File: config.mk
export PLATFORM = sky130hd
export DESIGN_NAME = bcc_commutation
export DESIGN_NICKNAME = d
export VERILOG_FILES = /design/src/bcc_pkg.sv /design/src/bcc_ramp.sv /design/src/bcc_commutation.sv
export VERILOG_INCLUDE_DIRS = /design/src
export SDC_FILE = /design/constraint.sdc
export NUM_CORES = 1
export LEC_CHECK = 0
export BUFFER_PORTS_ARGS = -buffer_cell sky130_fd_sc_hd__buf_2
export CAP_MARGIN = 25
export CORE_UTILIZATION = 33
export DETAILED_ROUTE_END_ITERATION = 16
export GPL_ROUTABILITY_DRIVEN = 0
export REMOVE_ABC_BUFFERS = 1
export SYNTH_ARGS = -nofsm -noshare
export SYNTH_HDL_FRONTEND = slang
export SYNTH_HIERARCHICAL = 1
export SYNTH_SLANG_ARGS = --single-unit
File: constraint.sdc
create_clock -name mclk -period 5.35 [get_ports mclk]
set_input_delay 0.535 -clock mclk [delete_from_list [all_inputs] [get_ports mclk]]
set_output_delay 0.535 -clock mclk [all_outputs]
set_load 0.1 [all_outputs]
File: src/bcc_consts.svh
// Purpose: constants for the brushless commutation controller
// Assumes: 50 MHz mclk
// Notes: ramp and pulse counts are defaults; the top module exposes them as parameters
`ifndef BCC_CONSTS_SVH
`define BCC_CONSTS_SVH
`define BCC_CLK_HZ 50000000
`define BCC_RAMP_MAX_HZ 250000
// fastest ramp: half period of one 250 kHz cycle, in clock cycles
`define BCC_RAMP_MIN_HALF (`BCC_CLK_HZ / `BCC_RAMP_MAX_HZ / 2)
// triangle valley and peak in units of 10 mV (2.5 V and 7.5 V)
`define BCC_RAMP_VALLEY 16'h00FA
`define BCC_RAMP_PEAK 16'h02EE
`define BCC_RAMP_STEP 16'h0001
// clock cycles per ramp step; 500 steps a half period gives a 50 kHz triangle
`define BCC_RAMP_STEP_DIV 1
`define BCC_PULSE_CYCLES 1000
`define BCC_PULSE_W 16
`endif

File: src/bcc_pkg.sv
// Purpose: types for the brushless commutation controller
// Assumes: nothing
// Notes: drive words group the six phase switch commands
package bcc_pkg;
   typedef struct packed {
      logic [2:0] upper;
      logic [2:0] lower;
   } bcc_drive_t;
   typedef enum logic {BCC_RISE, BCC_FALL} bcc_ramp_dir_t;
endpackage : bcc_pkg

File: src/bcc_ramp.sv
// Purpose: digital triangle ramp with sync restart
// Assumes: ramp_sync_input synchronous to mclk
// Notes: ramp value is in 10 mV steps between valley and peak
`timescale 1ns/1ps
`default_nettype none
`include "bcc_consts.svh"
module bcc_ramp #(
   parameter int STEP_DIV = `BCC_RAMP_STEP_DIV
) (
   // clock and reset
   input wire logic mclk,
   input wire logic sys_rst,
   // sync
   input wire logic ramp_sync_input,
   // ramp out
   output logic [15:0] ramp_value,
   output logic ramp_falling
);
   // the divider is 16 bits wide
   if (STEP_DIV < 1 || STEP_DIV > 65536) begin : g_bad_div
      $error("STEP_DIV out of range for the divider");
   end
   typedef struct packed {
      logic [15:0] value;
      bcc_pkg::bcc_ramp_dir_t dir;
      logic [15:0] div;
      logic sync_d;
   } bcc_ramp_st_t;
   bcc_ramp_st_t st_r;
   bcc_ramp_st_t st_nxt;
   always_comb begin
      st_nxt = st_r;
      st_nxt.sync_d = ramp_sync_input;
      if (st_r.div >= 16'(STEP_DIV - 1)) begin
         st_nxt.div = 16'h0000;
         if (st_r.dir == bcc_pkg::BCC_RISE) begin
            if (st_r.value >= `BCC_RAMP_PEAK - `BCC_RAMP_STEP) begin // RULE14
               st_nxt.value = `BCC_RAMP_PEAK;
               st_nxt.dir = bcc_pkg::BCC_FALL;
            end else begin
               st_nxt.value = st_r.value + `BCC_RAMP_STEP;
            end
         end else begin
            if (st_r.value <= `BCC_RAMP_VALLEY + `BCC_RAMP_STEP) begin // RULE14
               st_nxt.value = `BCC_RAMP_VALLEY;
               st_nxt.dir = bcc_pkg::BCC_RISE;
            end else begin
               st_nxt.value = st_r.value - `BCC_RAMP_STEP;
            end
         end
      end else begin
         st_nxt.div = st_r.div + 16'h0001;
      end
      // a sync edge wins over the valley turnaround; later edges while falling only restart the step divider
      if (ramp_sync_input && !st_r.sync_d) begin
         st_nxt.dir = bcc_pkg::BCC_FALL; // RULE15
         st_nxt.div = 16'h0000;
      end
   end
   always_ff @(posedge mclk or posedge sys_rst) begin
      if (sys_rst) begin
         st_r <= '{value: `BCC_RAMP_VALLEY, dir: bcc_pkg::BCC_RISE, div: 16'h0000, sync_d: 1'b0};
      end else begin
         st_r <= st_nxt;
      end
   end
   assign ramp_value = st_r.value;
   assign ramp_falling = (st_r.dir == bcc_pkg::BCC_FALL);
endmodule : bcc_ramp
`default_nettype wire

File: src/bcc_commutation.sv
// Behaviour
// [RULE1] brake: uppers off, lowers on
// [RULE2] speed pulse keeps running during brake
// [RULE3] brake lowers gated only by fault, pwm, coast; the code also turns them off on supply_lockout
// [RULE4] coast disables all six drives
// [RULE5] rotation command selects decode order
// [RULE6] sense derived from valid sensor transitions
// [RULE7] sense matches command while motoring
// [RULE8] two-quadrant: pwm gates lowers only
// [RULE9] four-quadrant: pwm gates uppers and lowers
// [RULE10] speed pulse retriggers on commutation change
// [RULE11] retrigger restarts pulse on-time
// [RULE12] supply lockout holds all drives off
// [RULE13] sensors never all high or low
// [RULE14] triangle ramp between valley and peak
// [RULE15] sync rising edge starts ramp fall
// [RULE16] own ramp slightly slower than master
// [RULE17] sync held low when unused
// [RULE18] one upper, one other-phase lower on
// [RULE19] invalid sensor state turns drives off
// [RULE20] coast/lockout over brake over commutation
//
// Purpose: brushless motor commutation, gating, direction and speed pulse
// Assumes: all inputs synchronous to mclk; analog comparisons done outside
// Notes: pwm_on high means the on-phase of the modulator
`timescale 1ns/1ps
`default_nettype none
`include "bcc_consts.svh"
module bcc_commutation #(
   parameter int PULSE_CYCLES = `BCC_PULSE_CYCLES,
   parameter int RAMP_STEP_DIV = `BCC_RAMP_STEP_DIV
) (
   // clock and reset
   input wire logic mclk,
   input wire logic sys_rst,
   // rotor sensors
   input wire logic rotor_sensor_a,
   input wire logic rotor_sensor_b,
   input wire logic rotor_sensor_c,
   // commands
   input wire logic rotation_cmd,
   input wire logic brake_req,
   input wire logic coast_req,
   input wire logic supply_lockout,
   input wire logic overcurrent_trip,
   input wire logic chop_four_quad,
   // modulator
   input wire logic ramp_sync_input,
   input wire logic [15:0] modulator_plus_input,
   output logic [15:0] ramp_value,
   // phase drives
   output logic phase_a_upper_drive,
   output logic phase_b_upper_drive,
   output logic phase_c_upper_drive,
   output logic phase_a_lower_drive,
   output logic phase_b_lower_drive,
   output logic phase_c_lower_drive,
   // status
   output logic rotation_sense,
   output logic speed_pulse_out
);
   // the pulse counter is only BCC_PULSE_W bits wide
   if (PULSE_CYCLES < 1 || PULSE_CYCLES >= (1 << `BCC_PULSE_W)) begin : g_bad_pulse
      $error("PULSE_CYCLES out of range");
   end
   if (RAMP_STEP_DIV < 1) begin : g_bad_div
      $error("RAMP_STEP_DIV must be at least 1");
   end
   // a half swing may not be shorter than the highest ramp frequency allows
   if ((`BCC_RAMP_PEAK - `BCC_RAMP_VALLEY) * RAMP_STEP_DIV < `BCC_RAMP_MIN_HALF) begin : g_too_fast
      $error("RAMP_STEP_DIV gives a ramp above the highest frequency");
   end

   // ramp_value is exported so the modulator level can be set against the triangle
   bcc_ramp #(.STEP_DIV(RAMP_STEP_DIV)) u_ramp (
      .mclk(mclk),
      .sys_rst(sys_rst),
      .ramp_sync_input(ramp_sync_input),
      .ramp_value(ramp_value),
      .ramp_falling()
   );

   // position index 0..5 in forward order; 3'h7 marks an invalid code
   function automatic logic [2:0] hall_pos(input logic [2:0] h);
      case (h)
         3'h5: hall_pos = 3'h0;
         3'h4: hall_pos = 3'h1;
         3'h6: hall_pos = 3'h2;
         3'h2: hall_pos = 3'h3;
         3'h3: hall_pos = 3'h4;
         3'h1: hall_pos = 3'h5;
         default: hall_pos = 3'h7; // RULE13
      endcase
   endfunction : hall_pos

   // next position along the forward or the reverse order, wrapping at six
   function automatic logic [2:0] pos_step(input logic [2:0] p, input logic up);
      if (up) begin
         pos_step = (p == 3'h5) ? 3'h0 : p + 3'h1;
      end else begin
         pos_step = (p == 3'h0) ? 3'h5 : p - 3'h1;
      end
   endfunction : pos_step

   // one-hot phase for a position: with rotation_cmd high, upper follows p, lower follows p+2 (mod 6)
   function automatic logic [2:0] phase_of(input logic [2:0] p);
      case (p)
         3'h0, 3'h1: phase_of = 3'h1;
         3'h2, 3'h3: phase_of = 3'h2;
         3'h4, 3'h5: phase_of = 3'h4;
         default: phase_of = 3'h0;
      endcase
   endfunction : phase_of

   // a drive word passes only in the modulator on-time with no current trip
   function automatic logic [2:0] chop_gate(input logic [2:0] d, input logic gate);
      if (gate) begin
         chop_gate = d;
      end else begin
         chop_gate = 3'h0;
      end
   endfunction : chop_gate

   // the previous sensor code is both the pulse trigger and the direction reference
   typedef struct packed {
      logic [2:0] hall_prev;
      logic sense;
      logic [`BCC_PULSE_W-1:0] pulse_cnt;
      bcc_pkg::bcc_drive_t drive;
   } bcc_st_t;
   bcc_st_t st_r;
   bcc_st_t st_nxt;

   logic [2:0] hall;
   logic [2:0] pos;
   logic [2:0] pos_prev;
   logic pwm_on;
   logic pos_valid;
   logic prev_valid;
   logic chop_ok;
   bcc_pkg::bcc_drive_t comm;
   assign hall = {rotor_sensor_a, rotor_sensor_b, rotor_sensor_c};
   assign pos = hall_pos(hall);
   assign pos_prev = hall_pos(st_r.hall_prev);
   // strict compare: a level equal to the ramp counts as the off-time
   assign pwm_on = (modulator_plus_input > ramp_value);
   assign pos_valid = (pos != 3'h7);
   assign prev_valid = (pos_prev != 3'h7);
   // the compare is combinational so the gate is set in the cycle of the ramp crossing and reaches the drives one edge later
   assign chop_ok = pwm_on && !overcurrent_trip;

   // commutation word before any gating or priority
   always_comb begin
      comm.upper = 3'h0;
      comm.lower = 3'h0;
      if (pos_valid) begin
         // reversing swaps the upper and lower sets
         if (rotation_cmd) begin // RULE5
            comm.upper = phase_of(pos); // RULE18
            comm.lower = phase_of(pos_step(pos_step(pos, 1'b1), 1'b1));
         end else begin
            comm.lower = phase_of(pos);
            comm.upper = phase_of(pos_step(pos_step(pos, 1'b1), 1'b1));
         end
      end
   end

   always_comb begin
      st_nxt = st_r;
      st_nxt.hall_prev = hall;
      // sense follows the rotor, not the command, so a reversal shows once the rotor turns
      if (pos_valid && prev_valid && pos != pos_prev) begin
         // only adjacent codes count; a skipped state carries no direction
         if (pos == pos_step(pos_prev, 1'b1)) st_nxt.sense = 1'b1; // RULE6 RULE7
         else if (pos == pos_step(pos_prev, 1'b0)) st_nxt.sense = 1'b0; // RULE6
      end
      // brake does not touch this counter
      // an invalid code still counts as a change and fires the pulse
      if (hall != st_r.hall_prev) begin
         st_nxt.pulse_cnt = `BCC_PULSE_W'(PULSE_CYCLES); // RULE10 RULE11 RULE2
      end else if (st_r.pulse_cnt != '0) begin
         st_nxt.pulse_cnt = st_r.pulse_cnt - `BCC_PULSE_W'(1);
      end
      if (coast_req || supply_lockout) begin
         st_nxt.drive = '0; // RULE4 RULE12 RULE20
      end else if (brake_req) begin
         st_nxt.drive.upper = 3'h0; // RULE1 RULE20
         // all lowers share the chopping gate so the braking current stays limited
         st_nxt.drive.lower = chop_gate(3'h7, chop_ok); // RULE3
      end else if (!pos_valid) begin
         st_nxt.drive = '0; // RULE19
      end else begin
         st_nxt.drive.lower = chop_gate(comm.lower, chop_ok); // RULE8
         if (chop_four_quad) begin
            st_nxt.drive.upper = chop_gate(comm.upper, chop_ok); // RULE9
         end else begin
            // uppers stay on through the off-time so current freewheels in the upper bridge
            st_nxt.drive.upper = comm.upper; // RULE8
         end
      end
   end

   // one register stage: every output but speed_pulse_out is a flop, so drives lag their causes by a cycle
   always_ff @(posedge mclk or posedge sys_rst) begin
      if (sys_rst) begin
         st_r <= '{hall_prev: 3'h0, sense: 1'b0, pulse_cnt: '0, drive: '0};
      end else begin
         st_r <= st_nxt;
      end
   end

   // drive bit 2 is phase a, bit 0 is phase c
   assign phase_a_upper_drive = st_r.drive.upper[2];
   assign phase_b_upper_drive = st_r.drive.upper[1];
   assign phase_c_upper_drive = st_r.drive.upper[0];
   assign phase_a_lower_drive = st_r.drive.lower[2];
   assign phase_b_lower_drive = st_r.drive.lower[1];
   assign phase_c_lower_drive = st_r.drive.lower[0];
   assign rotation_sense = st_r.sense;
   assign speed_pulse_out = (st_r.pulse_cnt != '0);
endmodule : bcc_commutation
`default_nettype wire

==> impl_metrics.py <==
metrics = {
    "power": {
        "p_switching_mw": 0.780,
        "max-vdd-ir-drop_mv": 0.385,
        "switching_share_pct": 50.5,
        "p_clk_share_pct": 17.6,
        "p_leak_nw": 1.66,
        "seqPwrFrac_pct": 32.8,
        "powerDensity_mw_per_mm2": 413,
        "internal_power_mw": 0.765,
        "p_comb_share_pct": 49.6,
    },
    "worst_setup_path": {
        "path_cells": "inv_1, ha_1, nor3b_2, nand4_1, nor2_2, inv_2, buf_2",
        "cpPeakStageDelay_ns": 0.44,
        "critPathMaxFanout": 11,
        "regToRegSetupSlack_ns": 2.60,
        "r2r-start": "u_ramp/ramp_value[12]$_DFF_PP0_",
        "worstSetupPathType": "reg -> out",
        "slowest_stage": "nand4_1",
        "reg2reg_depth": 6,
        "critPathLaunchType": "flop",
        "cp-end-kind": "output port",
        "crit_family": "simple AND/OR/NAND/NOR gates",
        "reg2reg_to": "u_ramp/ramp_value[3]$_DFF_PP1_",
        "cp_num_buf_inv": 3,
        "worst-endpoint-arrival_ns": 2.43,
        "worst_ep_required_time_ns": 4.82,
    },
    "clocking": {
        "ctsResizeCount": 0,
        "h-tree-depth": 2,
        "postCtsHoldBufs": 0,
        "clock_latency_ns": 0.30,
        "cts_sinks": 44,
        "post-cts-setup-buffers": 0,
        "clockRootBuffer": "clkbuf_8",
        "cts_max_path_buffers": 2,
        "cts_buffers": 5,
        "clkTransAtPathRegs_ns": 0.09,
        "cts_tree": "built",
    },
    "die": {
        "die_h_um": 103,
        "fp-row-count": 36,
        "die_x_um": 103,
        "dieArea_mm2": 0.0107,
        "ios": 52,
        "initial_core_util_pct": 34.3,
        "core_mm2": 0.00986,
    },
    "logic_synthesis": {
        "netlist-cell-type-count": 63,
        "syn_area_mm2": 0.00338,
        "synth_edf_count": 0,
        "seq_area_frac_synth_pct": 32.8,
        "synth_ff_type": "dfrtp_1",
        "ys_ff_latch": 44,
        "ys_warn_count": 6,
        "async_flop_share_pct": 100,
        "synth.avg_cell_area_um2": 8.67,
        "netlist_instances": 390,
    },
    "timing": {
        "slew-limit-headroom_pct": 49.4,
        "setup_viol": 0,
        "period_share_pct": 55.5,
        "worstMarginPinSlew_ns": 0.752,
        "fmax_mhz": 337,
        "slew_violations": 0,
        "skew_ns": 0.00386,
        "grt_setup_unrepaired": "no",
        "hold_viol": 0,
        "tns_ns": 0,
        "min_period_ns": 2.97,
    },
    "global_routing": {
        "antenna_found_initial": 0,
        "grt-ovfl-total": 0,
        "track_usage_pct": 15.4,
        "grt_max_degree": 27,
        "grt_pass1_wl_um": 12800,
        "grt_pass1_vias": 2651,
    },
    "place": {
        "placed_area_mm2": 0.00360,
        "hpwlAfterDp_um": 5720,
        "port_buffers": 51,
    },
    "status": {
        "run_status": "complete, no violations",
    },
    "finish": {
        "area_growth_pct": 10.6,
        "num-fill-cells": 1014,
        "utilization_pct": 37.9,
        "antenna_cells": 0,
        "register_area_mm2": 0.00111,
        "multiInputGateArea_mm2": 0.00194,
        "final_common_cell": "buf_2",
        "layout-drive-gt1-share_pct": 20.3,
        "num-nets-final": 463,
        "layout_common_cells": "51 x buf_2, 41 x nor2_1, 38 x dfrtp_1",
        "finalInstanceArea_mm2": 0.00374,
    },
    "run": {
        "max-cap-violations": 0,
    },
    "routing": {
        "vias_per_cell": 5.15,
        "drc": 0,
        "firstDrtPassIters": 4,
        "wire_per_inst_um": 14.1,
        "routed_wirelength_um": 7700,
        "vias": 2818,
        "antenna_left": 0,
        "detail_route.iter0.violations": 129,
    },
    "worst_hold_path": {
        "hold_path_class": "in -> async",
    },
}
cell type report:
type,instances,area share (%)
Clock buffer,5,1.84
Inverter,31,3.11
Sequential cell,44,29.6
Multi-Input combinational cell,277,51.8
Clock inverter,3,1.24
Timing Repair Buffer,54,7.96
Tap cell,133,4.45
through the flow:
step	cells	hold slack, ns	setup WS (ns)	power, mW
after global placement	538	0.475	2.72	1.27
after CTS	546	0.336	2.39	1.56
after detailed placement	538	0.491	2.65	1.28
final	547	0.271	2.38	1.55
after floorplan	352	0.454	2.21	1.10
after global routing	547	0.298	2.13	1.65
logic make-up after synthesis:
logic type / after synthesis / synth area share [%]
and+or+nand+nor: 133 / 21.6
xor gates and xnor gates: 21 / 5.44
DFF: 44 / 32.8
muxes: 7 / 2.15
AOI/OAI and AO/OA: 93 / 19.6
buffers and inverters: 69 / 9.96
adders and majority gates: 23 / 8.44
Yosys cell counts (6+ instances only):
| cell type | n | area [um^2] |
|---|---|---|
| nor4_1 | 6 | 37.5 |
| a21oi_1 | 19 | 95.1 |
| nand2_1 | 18 | 67.6 |
| dfstp_2 | 6 | 158 |
| nor3_1 | 9 | 45.0 |
| xnor2_1 | 7 | 61.3 |
| o211ai_1 | 9 | 67.6 |
| nor2_1 | 41 | 154 |
| ha_1 | 22 | 275 |
| dfrtp_1 | 38 | 951 |
| inv_1 | 30 | 113 |
| buf_4 | 17 | 128 |
| xor2_1 | 14 | 123 |
| o21ai_0 | 8 | 40.0 |
| clkbuf_1 | 15 | 56.3 |
| nand3_1 | 11 | 55.1 |
worst reg2reg max path: stages, from the launching register on:
cell and delay (ns):
dfrtp_1 0.44, or4_1 0.56, or3_1 0.44, o21ai_1 0.48, buf_4 0.31, o22ai_1 0.10, a221oi_1 0.33
power groups by stage:
stage | clock network, mW | registers, mW | logic, mW
final | 0.272 | 0.507 | 0.766
after detailed placement | 0 | 0.517 | 0.761
after global routing | 0.294 | 0.525 | 0.834
after CTS | 0.282 | 0.510 | 0.764
after global placement | 0 | 0.516 | 0.749
after floorplan | 0 | 0.735 | 0.363
layer usage:
layer | track usage (%) | vias up | part of all wire, %
met3 | 2.49 | 2 | 2.9
met2 | 24.9 | 44 | 46
met4 | 2.93 | 0 | 0.36
li1 | - | 1440 | -
met5 | 0 | - | 0
met1 | 21.7 | 1332 | 51
worst max-delay path by stage:
stage / start / endpoint / slack [ns] / cells past startpoint
after floorplan: u_ramp/ramp_value[12]$_DFF_PP0_ / u_ramp/ramp_value[2]$_DFF_PP0_ / 2.21 / 5
after global placement: u_ramp/ramp_value[12]$_DFF_PP0_ / u_ramp/ramp_value[3]$_DFF_PP1_ / 2.72 / 6
after detailed placement: u_ramp/ramp_value[12]$_DFF_PP0_ / u_ramp/ramp_value[3]$_DFF_PP1_ / 2.65 / 6
after CTS: st_r[6]$_DFFE_PP0P_ / speed_pulse_out / 2.39 / 7
after global routing: st_r[6]$_DFFE_PP0P_ / speed_pulse_out / 2.13 / 7
final: st_r[6]$_DFFE_PP0P_ / speed_pulse_out / 2.38 / 7
sequential cells by signal (all words and copies together) (netlist names):
| signal | cells |
|---|---|
| phase_a_upper_drive | 1 |
| u_ramp/ramp_falling | 1 |
| phase_b_upper_drive | 1 |
| u_ramp/st_r | 1 |
| phase_c_lower_drive | 1 |
| rotation_sense | 1 |
| phase_b_lower_drive | 1 |
| phase_c_upper_drive | 1 |
| phase_a_lower_drive | 1 |
| u_ramp/ramp_value | 16 |
| st_r | 19 |
(Power assumes the default switching activity.)
